### src/core/cbp_pkg.sv
// Constants shared by the contactless block protocol layer: block control byte codes,
// field positions, frame size limits and the state encoding.
// Assumes a byte-wide framing layer that strips start, end and CRC bytes.
`default_nettype none

package cbp_pkg;

    // Block control byte patterns and fixed codes.
    localparam logic [7:0] PCB_I_MASK   = 8'hE2;
    localparam logic [7:0] PCB_I_VAL    = 8'h02;
    localparam logic [7:0] PCB_R_MASK   = 8'hE6;
    localparam logic [7:0] PCB_R_VAL    = 8'hA2;
    localparam logic [7:0] PCB_I_BASE   = 8'h02;
    localparam logic [7:0] PCB_ACK_BASE = 8'hA2;
    localparam logic [7:0] PCB_NAK_BASE = 8'hB2;
    localparam logic [7:0] PCB_DESELECT = 8'hC2;
    localparam logic [7:0] PCB_WTX      = 8'hF2;
    localparam logic [3:0] PCB_ACK_TYPE = 4'hA;
    localparam logic [3:0] PCB_NAK_TYPE = 4'hB;

    // Field positions inside the control byte.
    localparam int PCB_NUM_BIT   = 0;
    localparam int PCB_NAD_BIT   = 2;
    localparam int PCB_CID_BIT   = 3;
    localparam int PCB_CHAIN_BIT = 4;
    localparam int PCB_NAK_BIT   = 4;

    // Block number after activation.
    localparam logic BN_INIT = 1'b1;

    // Frame size limits in bytes.
    localparam logic [8:0] CRC_BYTES       = 9'h002;
    localparam logic [8:0] MAX_FIELD_BYTES = 9'h100;
    localparam logic [8:0] CHAIN_MIN_BYTES = 9'h040;
    localparam logic [8:0] MAX_BLOCK_BYTES = MAX_FIELD_BYTES - CRC_BYTES;
    localparam logic [7:0] MAX_INF_BYTES   = 8'hFD;
    localparam logic [8:0] RX_CNT_MAX      = 9'h1FF;

    typedef enum logic [2:0] {
        ST_IDLE     = 3'b001,
        ST_WAIT_RSP = 3'b010,
        ST_TX       = 3'b100
    } cbp_state_e_t;

endpackage : cbp_pkg

`default_nettype wire

### src/core/cbp_block_protocol.sv
// Half-duplex block transmission layer of a proximity tag: block numbering, replies to
// I-, R- and S-blocks, chaining, retransmission and error answers.
// Assumes a framing layer delivering checked bytes and an application that answers commands.
`default_nettype none

// Overview of operation
// - Tag block number becomes one on activation.
// - Tag toggles number on every received I-block.
// - Toggle on differing ACK only while the tag chains; never on NAK.
// - Tag transmits only after receiving a block.
// - Chained I-block is acknowledged with R(ACK).
// - Every DESELECT request gets a DESELECT reply.
// - Illegal block or timeout gets R(NAK).
// - While chaining, errors get R(ACK) instead.
// - Tag never sends a waiting time extension.
// - Unchained I-block gets an affirmative I-block reply.
// - Matching ACK or NAK resends last I-block.
// - Differing NAK is answered with R(ACK).
// - Differing ACK while chaining sends next chunk.
// - Command units travel inside the information field.
// - Response is data then two status bytes.
// - Identifier and node address bytes are refused.
// - Chained frames must be at least 64 bytes; only received chained I-blocks are checked, tag chained blocks are not.
// - Data field is at most 256 bytes.
module cbp_block_protocol
    import cbp_pkg::*;
(
    input  wire logic       CORE_CLK_I,    // Core clock, 10 MHz.
    input  wire logic       RESET_N_I,     // Asynchronous reset, active low.
    input  wire logic       ACTIVATE_I,    // Tag activation pulse.
    input  wire logic       FWT_TIMEOUT_I, // Frame waiting time expired pulse.
    input  wire logic       RX_VALID_I,    // Received byte strobe.
    input  wire logic [7:0] RX_DATA_I,     // Received byte.
    input  wire logic       RX_LAST_I,     // Last byte of the frame.
    input  wire logic       RX_ERR_I,      // Frame error, valid with the last byte.
    input  wire logic       TX_READY_I,    // Framer takes the current transmit byte.
    output logic            TX_VALID_O,    // Transmit byte valid.
    output logic      [7:0] TX_DATA_O,     // Transmit byte.
    output logic            TX_LAST_O,     // Last byte of the transmit frame.
    output logic            CMD_VALID_O,   // Command information byte strobe.
    output logic      [7:0] CMD_DATA_O,    // Command information byte.
    output logic            CMD_END_O,     // End of a received I-block.
    output logic            CMD_ERR_O,     // Received I-block was illegal, with end.
    output logic            CMD_CHAIN_O,   // Received I-block is chained, with end.
    input  wire logic       RSP_VALID_I,   // Response byte strobe.
    input  wire logic [7:0] RSP_DATA_I,    // Response byte.
    input  wire logic       RSP_LAST_I,    // Last response byte of this block.
    input  wire logic       RSP_MORE_I,    // More response blocks follow, with last.
    output logic            RSP_READY_O,   // Response bytes are accepted.
    output logic            RSP_NEXT_O,    // Request for the next response block.
    output logic            DESELECT_O     // Tag was deselected.
);

    typedef struct packed {
        cbp_state_e_t state;
        logic         bn;
        logic         rx_chain;
        logic         tx_chain;
        logic         rx_seen;
        logic [8:0]   rx_cnt;
        logic [7:0]   pcb;
        logic [7:0]   last_i_pcb;
        logic [7:0]   tx_len;
        logic [7:0]   tx_idx;
        logic         tx_inf;
        logic         tx_pcb_phase;
        logic [7:0]   wr_ptr;
        logic         tx_valid;
        logic [7:0]   tx_data;
        logic         tx_last;
        logic         cmd_valid;
        logic [7:0]   cmd_data;
        logic         cmd_end;
        logic         cmd_err;
        logic         cmd_chain;
        logic         rsp_ready;
        logic         rsp_next;
        logic         deselect;
    } cbp_regs_t;

    localparam cbp_regs_t REGS_RESET = '{state: ST_IDLE, bn: BN_INIT, default: '0};

    cbp_regs_t  st_reg;
    cbp_regs_t  st_next;
    logic [7:0] rd_data;
    logic       buf_we;

    ////////////////////////////////////////////////////////////////////////////////
    // Frame decoding.

    logic       rx_first;
    logic [7:0] pcb_f;
    logic [8:0] total;
    logic       rx_end;
    logic       blk_i;
    logic       blk_r;
    logic       blk_d;
    logic       rx_bad;
    logic       same_num;
    logic       chaining;
    logic       ev_i_chain;
    logic       ev_i_last;
    logic       ev_rack_diff;
    logic       ev_r_same;
    logic       ev_rnak_diff;
    logic       ev_desel;
    logic       ev_err;

    assign rx_first = (st_reg.rx_cnt == '0);
    assign pcb_f    = rx_first ? RX_DATA_I : st_reg.pcb;
    assign total    = st_reg.rx_cnt + 9'h001;
    assign rx_end   = (st_reg.state == ST_IDLE) && RX_VALID_I && RX_LAST_I && !ACTIVATE_I;
    assign same_num = (pcb_f[PCB_NUM_BIT] == st_reg.bn);
    assign chaining = st_reg.rx_chain || st_reg.tx_chain;
    assign blk_i    = ((pcb_f & PCB_I_MASK) == PCB_I_VAL)
                      && !pcb_f[PCB_CID_BIT] && !pcb_f[PCB_NAD_BIT];
    assign blk_r    = ((pcb_f & PCB_R_MASK) == PCB_R_VAL) && !pcb_f[PCB_CID_BIT] && (total == 9'h001);
    assign blk_d    = (pcb_f == PCB_DESELECT) && (total == 9'h001);
    // Anything but DESELECT in an S-block, including a waiting time extension, is refused.
    assign rx_bad   = RX_ERR_I
                      || (total > MAX_BLOCK_BYTES)
                      || !(blk_i || blk_r || blk_d)
                      || (blk_i && pcb_f[PCB_CHAIN_BIT] && (total + CRC_BYTES < CHAIN_MIN_BYTES))
                      || (blk_r && !pcb_f[PCB_NAK_BIT] && !same_num && !st_reg.tx_chain);

    assign ev_i_chain   = rx_end && !rx_bad && blk_i && pcb_f[PCB_CHAIN_BIT];
    assign ev_i_last    = rx_end && !rx_bad && blk_i && !pcb_f[PCB_CHAIN_BIT];
    assign ev_rack_diff = rx_end && !rx_bad && blk_r && !pcb_f[PCB_NAK_BIT] && !same_num;
    assign ev_r_same    = rx_end && !rx_bad && blk_r && same_num;
    assign ev_rnak_diff = rx_end && !rx_bad && blk_r && pcb_f[PCB_NAK_BIT] && !same_num;
    assign ev_desel     = rx_end && !rx_bad && blk_d;
    assign ev_err       = (rx_end && rx_bad)
                          || ((st_reg.state == ST_IDLE) && !ACTIVATE_I && !RX_VALID_I
                              && FWT_TIMEOUT_I && st_reg.rx_seen && rx_first);

    function automatic logic [7:0] f_pcb(input logic [7:0] base, input logic bn);
        logic [7:0] p;
        p = base;
        p[PCB_NUM_BIT] = bn;
        return p;
    endfunction : f_pcb

    // Starts a transmit frame; the control byte goes out first.
    function automatic cbp_regs_t f_start(input cbp_regs_t s, input logic [7:0] pcb, input logic inf);
        cbp_regs_t r;
        r = s;
        r.state        = ST_TX;
        r.tx_valid     = 1'b1;
        r.tx_data      = pcb;
        r.tx_inf       = inf;
        r.tx_last      = !(inf && (s.tx_len != '0));
        r.tx_idx       = '0;
        r.tx_pcb_phase = 1'b1;
        return r;
    endfunction : f_start

    ////////////////////////////////////////////////////////////////////////////////
    // Next state.

    always_comb
    begin
        st_next           = st_reg;
        st_next.cmd_valid = 1'b0;
        st_next.cmd_end   = 1'b0;
        st_next.rsp_next  = 1'b0;
        st_next.deselect  = 1'b0;
        if (ACTIVATE_I)
        begin
            st_next = REGS_RESET;
        end
        else
        begin
            unique case (st_reg.state)
                ST_IDLE:
                begin
                    if (RX_VALID_I)
                    begin
                        st_next.rx_seen = 1'b1;
                        if (rx_first)
                        begin
                            st_next.pcb = RX_DATA_I;
                        end
                        else if ((st_reg.pcb & PCB_I_MASK) == PCB_I_VAL)
                        begin
                            st_next.cmd_valid = 1'b1;
                            st_next.cmd_data  = RX_DATA_I;
                        end
                        if (RX_LAST_I)
                        begin
                            st_next.rx_cnt = '0;
                        end
                        else if (st_reg.rx_cnt != RX_CNT_MAX)
                        begin
                            st_next.rx_cnt = st_reg.rx_cnt + 9'h001;
                        end
                        if (RX_LAST_I && ((pcb_f & PCB_I_MASK) == PCB_I_VAL))
                        begin
                            st_next.cmd_end   = 1'b1;
                            st_next.cmd_err   = rx_bad;
                            st_next.cmd_chain = pcb_f[PCB_CHAIN_BIT];
                        end
                    end
                    if (ev_i_chain)
                    begin
                        st_next.bn       = !st_reg.bn;
                        st_next.rx_chain = 1'b1;
                        st_next.tx_chain = 1'b0;
                        st_next          = f_start(st_next, f_pcb(PCB_ACK_BASE, !st_reg.bn), 1'b0);
                    end
                    else if (ev_i_last)
                    begin
                        st_next.bn        = !st_reg.bn;
                        st_next.rx_chain  = 1'b0;
                        st_next.tx_chain  = 1'b0;
                        st_next.state     = ST_WAIT_RSP;
                        st_next.wr_ptr    = '0;
                        st_next.rsp_ready = 1'b1;
                    end
                    else if (ev_rack_diff)
                    begin
                        st_next.bn        = !st_reg.bn;
                        st_next.state     = ST_WAIT_RSP;
                        st_next.wr_ptr    = '0;
                        st_next.rsp_ready = 1'b1;
                        st_next.rsp_next  = 1'b1;
                    end
                    else if (ev_r_same)
                    begin
                        st_next = f_start(st_next, st_reg.last_i_pcb, 1'b1);
                    end
                    else if (ev_rnak_diff)
                    begin
                        st_next = f_start(st_next, f_pcb(PCB_ACK_BASE, st_reg.bn), 1'b0);
                    end
                    else if (ev_desel)
                    begin
                        st_next.rx_chain = 1'b0;
                        st_next.tx_chain = 1'b0;
                        st_next.deselect = 1'b1;
                        st_next          = f_start(st_next, PCB_DESELECT, 1'b0);
                    end
                    else if (ev_err)
                    begin
                        st_next = f_start(st_next, f_pcb(chaining ? PCB_ACK_BASE : PCB_NAK_BASE, st_reg.bn),
                                          1'b0);
                    end
                end
                ST_WAIT_RSP:
                begin
                    if (RSP_VALID_I)
                    begin
                        // Bytes beyond one frame's information field are dropped.
                        if (st_reg.wr_ptr != MAX_INF_BYTES)
                        begin
                            st_next.wr_ptr = st_reg.wr_ptr + 8'h01;
                        end
                        if (RSP_LAST_I)
                        begin
                            st_next.rsp_ready  = 1'b0;
                            st_next.tx_chain   = RSP_MORE_I;
                            st_next.tx_len     = st_next.wr_ptr;
                            st_next.last_i_pcb = f_pcb(PCB_I_BASE, st_reg.bn);
                            st_next.last_i_pcb[PCB_CHAIN_BIT] = RSP_MORE_I;
                            st_next = f_start(st_next, st_next.last_i_pcb, 1'b1);
                        end
                    end
                end
                ST_TX:
                begin
                    if (TX_READY_I)
                    begin
                        st_next.tx_pcb_phase = 1'b0;
                        if (st_reg.tx_last)
                        begin
                            st_next.tx_valid = 1'b0;
                            st_next.tx_last  = 1'b0;
                            st_next.state    = ST_IDLE;
                        end
                        else
                        begin
                            st_next.tx_data = rd_data;
                            st_next.tx_last = (st_reg.tx_idx == st_reg.tx_len - 8'h01);
                            st_next.tx_idx  = st_reg.tx_idx + 8'h01;
                        end
                    end
                end
                default:
                begin
                    st_next = REGS_RESET;
                end
            endcase
        end
    end

    always_ff @(posedge CORE_CLK_I or negedge RESET_N_I)
    begin
        if (!RESET_N_I)
        begin
            st_reg <= REGS_RESET;
        end
        else
        begin
            st_reg <= st_next;
        end
    end

    assign buf_we = (st_reg.state == ST_WAIT_RSP) && RSP_VALID_I && !ACTIVATE_I
                    && (st_reg.wr_ptr != MAX_INF_BYTES);

    cbp_retx_buf u_retx_buf (
        .clk_i     (CORE_CLK_I),
        .wr_en_i   (buf_we),
        .wr_addr_i (st_reg.wr_ptr),
        .wr_data_i (RSP_DATA_I),
        .rd_addr_i (st_reg.tx_idx),
        .rd_data_o (rd_data)
    );

    assign TX_VALID_O  = st_reg.tx_valid;
    assign TX_DATA_O   = st_reg.tx_data;
    assign TX_LAST_O   = st_reg.tx_last;
    assign CMD_VALID_O = st_reg.cmd_valid;
    assign CMD_DATA_O  = st_reg.cmd_data;
    assign CMD_END_O   = st_reg.cmd_end;
    assign CMD_ERR_O   = st_reg.cmd_err;
    assign CMD_CHAIN_O = st_reg.cmd_chain;
    assign RSP_READY_O = st_reg.rsp_ready;
    assign RSP_NEXT_O  = st_reg.rsp_next;
    assign DESELECT_O  = st_reg.deselect;
endmodule : cbp_block_protocol

`default_nettype wire

### src/core/cbp_retx_buf.sv
// Byte store holding the information field of the last I-block sent by the tag.
// Assumes one writer and one reader on the same clock; the read is combinational.
`default_nettype none

module cbp_retx_buf
    import cbp_pkg::*;
(
    input  wire logic       clk_i,     // Core clock.
    input  wire logic       wr_en_i,   // Write strobe.
    input  wire logic [7:0] wr_addr_i, // Write address.
    input  wire logic [7:0] wr_data_i, // Write data.
    input  wire logic [7:0] rd_addr_i, // Read address.
    output logic      [7:0] rd_data_o  // Read data.
);

    // The store keeps no reset: only bytes written after a response are ever read.
    logic [7:0] mem [0:255];

    always_ff @(posedge clk_i)
    begin
        if (wr_en_i)
        begin
            mem[wr_addr_i] <= wr_data_i;
        end
    end

    assign rd_data_o = mem[rd_addr_i];

endmodule : cbp_retx_buf

`default_nettype wire

### config.mk
export PLATFORM = sky130hd
export DESIGN_NAME = cbp_block_protocol
export DESIGN_NICKNAME = d
export VERILOG_FILES = /design/src/core/cbp_pkg.sv /design/src/core/cbp_block_protocol.sv /design/src/core/cbp_retx_buf.sv
export SDC_FILE = /design/constraint.sdc
export NUM_CORES = 2
export LEC_CHECK = 0
export ABC_CLOCK_PERIOD_IN_PS = 4250
export BUFFER_PORTS_ARGS = -buffer_cell sky130_fd_sc_hd__buf_2
export CAP_MARGIN = 20
export CELL_PAD_IN_SITES_DETAIL_PLACEMENT = 1
export CELL_PAD_IN_SITES_GLOBAL_PLACEMENT = 1
export CORE_ASPECT_RATIO = 1.1
export CORE_UTILIZATION = 40
export CTS_CLUSTER_SIZE = 14
export DETAILED_ROUTE_END_ITERATION = 8
export GPL_TIMING_DRIVEN = 0
export PLACE_DENSITY = 0.61
export SLEW_MARGIN = 20
export SYNTH_ARGS = -nofsm -noshare
export SYNTH_HDL_FRONTEND = slang
export SYNTH_SLANG_ARGS = --single-unit
export TNS_END_PERCENT = 30
### constraint.sdc
create_clock -name CORE_CLK_I -period 4.25 [get_ports CORE_CLK_I]
set_input_delay 1.275 -clock CORE_CLK_I [delete_from_list [all_inputs] [get_ports CORE_CLK_I]]
set_output_delay 1.275 -clock CORE_CLK_I [all_outputs]
set_load 0.02 [all_outputs]
=== Word level (Yosys, flattened, before mapping) ===
Memory sizes are Yosys's and may differ from the RTL's.
Index checks and enable logic that the tools add are counted.

* Add/subtract/negate cells: 5
* Magnitude comparators: 2
* Eq/ne operators: 31
* Muxes and demuxes: 56
* Reduce and logical (&&, ||, !) cells: 68

{| class="wikitable"
|+ Operators with widths
! operator !! number
|-
| $mux W83 || 8
|-
| $pmux W37 S3 || 1
|-
| $mux W8 || 10
|-
| $mux W18 || 3
|-
| $pmux W8 S3 || 2
|-
| $mux W46 || 1
|-
| $pmux W15 S3 || 1
|-
| $mux W22 || 2
|-
| $mux W44 || 1
|-
| $mux W12 || 3
|-
| $mux W9 || 4
|-
| $logic_and A1 B1 Y1 || 34
|-
| $pmux W10 S3 || 1
|-
| $ne A5 B5 Y1 const B || 5
|-
| $reduce_and A7 Y1 || 3
|-
| $ne A3 B3 Y1 const B || 6
|-
| $ne A9 B9 Y1 const B || 2
|-
| $add A8 B1 Y8 const B || 2
|-
| $reduce_bool A8 Y1 || 2
|-
| $logic_not A1 Y1 || 12
|-
| $ne A4 B4 Y1 const B || 3
|-
| $reduce_and A6 Y1 || 2
|-
| $mux W10 || 1
|-
| $reduce_and A5 Y1 || 2
|-
| other kinds (30) || 51
|}

* Register bits after elaboration: 81
* Bits in writable memories: 2048
* Input port bits: 27
* Output and inout port bits: 25
* Logic and storage cells: 185
* Memories kept: 1

{| class="wikitable"
|+ Memories
! name !! depth !! width !! read ports !! clocked after Yosys merged registers in !! write ports !! RTL line !! text
|-
| u_retx_buf.mem || 256 || 8 || 1 || 0 || 1 || cbp_retx_buf.sv:17 || <nowiki>logic [7:0] mem [0:255];</nowiki>
|}

=== Depth between registers and ports, before layout ===
* Word-level depth: 24
* Mapped depth: 16
* Depth with buffers taken out: 14

=== By module ===
A second synthesis with hierarchy kept.

* Cells, all modules: 4280
* Area, all modules: 84253.3 sq um

{| class="wikitable"
|+ By module, submodules not included
! module !! times used !! cells each !! area each (sq um) !! seq. area each (sq um)
|-
| cbp_retx_buf || 1 || 3725 || 79396.1 || 61499.0
|-
| cbp_block_protocol || 1 || 555 || 4857.2 || 1904.3
|}

=== Least setup slack after synthesis ===
No wires, ideal clock.

* Path type: flip-flop to flip-flop
* Start point: register st_reg[67] in the netlist's numbering
* End point: register st_reg[28] in the netlist's numbering
* Setup time: 0.125 ns
* Data arrival time: 3.428 ns
* Data required time: 4.125 ns
* Setup slack: 0.697 ns
* Stages on the path, launching flop included: 15
* Buffers on the path: 1
* Period minus slack after synthesis: 3.553 ns
* Path through: dfrtp_1 > ha_1 > clkbuf_1 > nand3_1 > nor2_1 > and3_1 > ha_1 > inv_1 > nand2_1 > a21o_1 > nor4_2 > o211ai_1 > or3_1 > o2111ai_4 > mux2_4

* Word-level cells in the longest chain between the ends: 21
* Elaborated cells between the ends (all ways): 48
* Classes of those cells: 2 x add/sub; 2 x order compare; 7 x eq/ne; 6 x mux; 31 x reduce/logical

{| class="wikitable"
|+ Ends and longest elaborated chain
! element !! RTL line !! text
|-
| from (decl) || cbp_block_protocol.sv:83 || <nowiki>cbp_regs_t st_reg;</nowiki>
|-
| from (signal assigned) || cbp_block_protocol.sv:303 || <nowiki>st_reg <= st_next;</nowiki>
|-
| branches (longest 21 deep; another with $add A9 B1 Y9) || - ||
|}

Parallel ways; which one is timed is not known. The select of a mux whose other input is x is not followed.
A chain may end at the register's enable or synchronous reset.

=== Worst setup path after layout ===
* Start point: register st_reg[39] in the netlist's numbering
* End point: register st_reg (netlist bit TX_DATA_O[4])

* Word-level cells in the longest chain between the ends: 5

{| class="wikitable"
|+ Ends and longest elaborated chain
! element !! RTL line !! text
|-
| $mem_v2 Z256 W8 || - ||
|-
| $mux W8 || cbp_block_protocol.sv:273 || <nowiki>if (st_reg.tx_last)</nowiki>
|-
| $mux W10 || cbp_block_protocol.sv:270 || <nowiki>if (TX_READY_I)</nowiki>
|-
| $pmux W10 S3 || cbp_block_protocol.sv:173 || <nowiki>unique case (st_reg.state)</nowiki>
|-
| $mux W83 || cbp_block_protocol.sv:167 || <nowiki>if (ACTIVATE_I)</nowiki>
|}

No other way between the ends. The select of a mux whose other input is x is not followed.

==> metrics.csv <==
metric,value,unit
outcome,finished with violations,
failed_checks,setup timing,
rows,175,
drcViolationCount,0,
cts-root-buf,clkbuf_16,
fin_area,97840,µm²
ys.flop_type,edfxtp_1,
synth_compound_area_share,3.761,%
grt_pass1_vias,47152,
die_h,481.9,µm
crit_fanout,10,
synth_seq_cells,2124,
synth_seq_area_share,75.72,%
place_hpwl,231200,µm
fillers,18866,
cp-end-kind,register,
synth_top_family_by_area,multiplexers,
cts_buffer_depth,3,
nets,4553,
numCtsBuffers,209,
rsz0062_at_grt,yes,
async_flop_share,3.578,%
dr_total_vias,48862,
finalPower,0.04544,W
slew_headroom,18.61,%
syn_avg_cell_area,20.20,µm²
wire_per_inst,45.46,µm
ys_top_cells_by_count,"edfxtp_1 (2,048), mux4_2 (530), nor2_1 (331)",
worst_slack,-262.0,ps
cts_tree,built,
io-pin-count,52,
hold_path_class,primary input to asynchronous set/reset pin,
synth_xor_area_share,0.2615,%
grt_max_degree,121,
critical_path_class,register to register,
antenna_found_initial,29,
drt_iter0_markers,8333,
die_w,438.2,µm
r2r_cells,10,
first_pass_iters,5,
gr-usage-all-layers,31.99,%
muxShareOfSynthArea,14.93,%
synth_cells,4146,
insertion_delay,890,ps
p_leak,30.18,nW
yosys.area_share.simple,3.700,%
fmax,221.6,MHz
clock_skew,50.47,ps
synth_edf_count,2048,
place_congestion,0.9511,
synth_area,83740,µm²
grt_pass1_wl,443200,µm
worstPathArrival,5310,ps
initial_utilization,40.38,%
crit_path_start_kind,register,
finalHoldViolCount,0,
whs,380.8,ps
vias_per_cell,6.561,
rrSetupSlack,-260,ps
largest_register_ffs,2048,
fin_crit_sh,106.2,%
power_density,464.4,nW/µm²
synth_area_leader_cell,edfxtp_1,
pre_cts_ws,-1801,ps
synthDominantCellAreaShare,73.44,%
period_minus_slack,4512,ps
gr-total-overflow,0,
worstMarginPinSlew,1221,ps
drtAntennaViolNets,0,
fp.coreArea,207400,µm²
wl,338600,µm
required,5050,ps
post_dp_cell_area,90060,µm²
netlist_top_cells_area,"edfxtp_1 (73%), mux4_2 (14%), dfrtp_1 (2.2%), nor2_1 (1.5%), a22oi_1 (0.88%)",
drive_above_1_share,29.16,%
synth_adder_area_share,0.1644,%
clkSinkCount,2124,
synthDistinctLibCells,86,
r2r_end,TX_DATA_O[4],
irDropWorstVdd,0.4359,mV
syn_to_final_growth,16.85,%
setup_viol,5,
synthMostInstantiatedCell,edfxtp_1,
r2r-start,st_reg[39],
port_buffers,51,
htree_num_levels,4,
synth-warning-count,0,
cts.clk_slew.worst_paths,60,ps
maxSlewViolCount,0,
cap_violations,0,
die_area,211200,µm²
## power breakdown
part	internal (W)	total (W)	switching (W)	leakage, nW
combinational	0.00135	0.00396	0.00260	7.51
sequential	0.0230	0.0231	0.000119	19.4
clock	0.0101	0.0184	0.00828	3.23
total	0.0344	0.0454	0.0110	30.2
## critical path: stages, from the launching register on
cell and delay, ps:
dfrtp_1 360, clkbuf_1 310, nor2b_1 250, clkbuf_2 540, nand2_1 770, o22ai_1 170
a211oi_1 680, a311oi_2 330, a2111oi_2 710, nor3_1 100, o21ai_0 170
## area by class of cell
cell class,instances,area [µm²],area share [%]
Clock buffer,255,5445,5.565
Buffer,260,1883,1.925
Tap cell,2743,3432,3.508
Timing Repair Buffer,153,2718,2.778
Antenna cell,6,15.01,0.01535
Sequential cell,2124,63410,64.80
Multi-Input combinational cell,1752,19740,20.18
Inverter,15,56.30,0.05755
Clock inverter,139,1144,1.169
## per-stage QoR
step	cells	setup TNS, ps	utilization, %
detailed placement	7045	-869690	43.43
CTS	7438	-15980	47.02
floorplan	4153	0	-
global route	7442	-527.4	47.18
global placement	6947	-3508280	42.17
finish	7447	-757.1	47.19
## cells in the final DEF, fill, tap and decap left out, types with 14 or more instances in the layout
master	count
o22ai_1	39
buf_4	42
xnor2_1	18
nand2_1	152
buf_12	40
clkinv_2	44
nor2_2	92
buf_2	57
nor2_4	17
dfrtp_1	72
clkinv_1	58
inv_1	14
buf_16	60
a22o_1	39
clkbuf_2	78
nor2_1	224
a22oi_1	96
buf_6	31
a21oi_1	67
mux2i_1	22
a211oi_1	14
mux2_2	24
a221oi_1	18
bufinv_16	16
clkbuf_1	101
nor2b_1	15
edfxtp_1	2048
nor3_1	17
buf_8	31
nand3_1	42
o21ai_0	52
clkbuf_16	211
mux4_2	530
## cells by family after synthesis
group,count (synthesis)
buffers and inverters,278
flip-flops,2124
other,1
adder cells (fa/ha/maj),11
XOR/XNOR,25
multiplexers,581
AND/OR/NAND/NOR,682
AO/OA/AOI/OAI,444
## repair_timing
item | CTS | global route
setup buffers | 1 | 2
setup endpoints to repair | 1997 | 1285
endpoints found under the hold margin | 0 | 0
resized for setup | 269 | 91
pin swaps | 1 | 5
cloned | 0 | 1
hold buffers | 0 | 0
## metal layers
layer,share of wire (%),track usage [%],routed length (µm)
met3,11,7.315,37240
met5,0.022,0,74
met4,7.8,21.03,26580
met1,36,41.62,122500
met2,45,48.33,152100
## worst max-delay path by stage
stage | start | end | slack [ps] | cells after the start
after global routing | st_reg[82] | u_retx_buf.mem[203][7] | -30 | 8
after floorplan | st_reg[67] | st_reg[28] | 700 | 14
after detailed placement | st_reg[35] | TX_DATA_O[6] | -1800 | 12
after CTS | st_reg[82] | u_retx_buf.mem[62][4] | -200 | 8
after global placement | st_reg[36] | TX_DATA_O[4] | -3520 | 10
final | st_reg[39] | TX_DATA_O[4] | -260 | 10
Power figures use the tool's default switching activity.
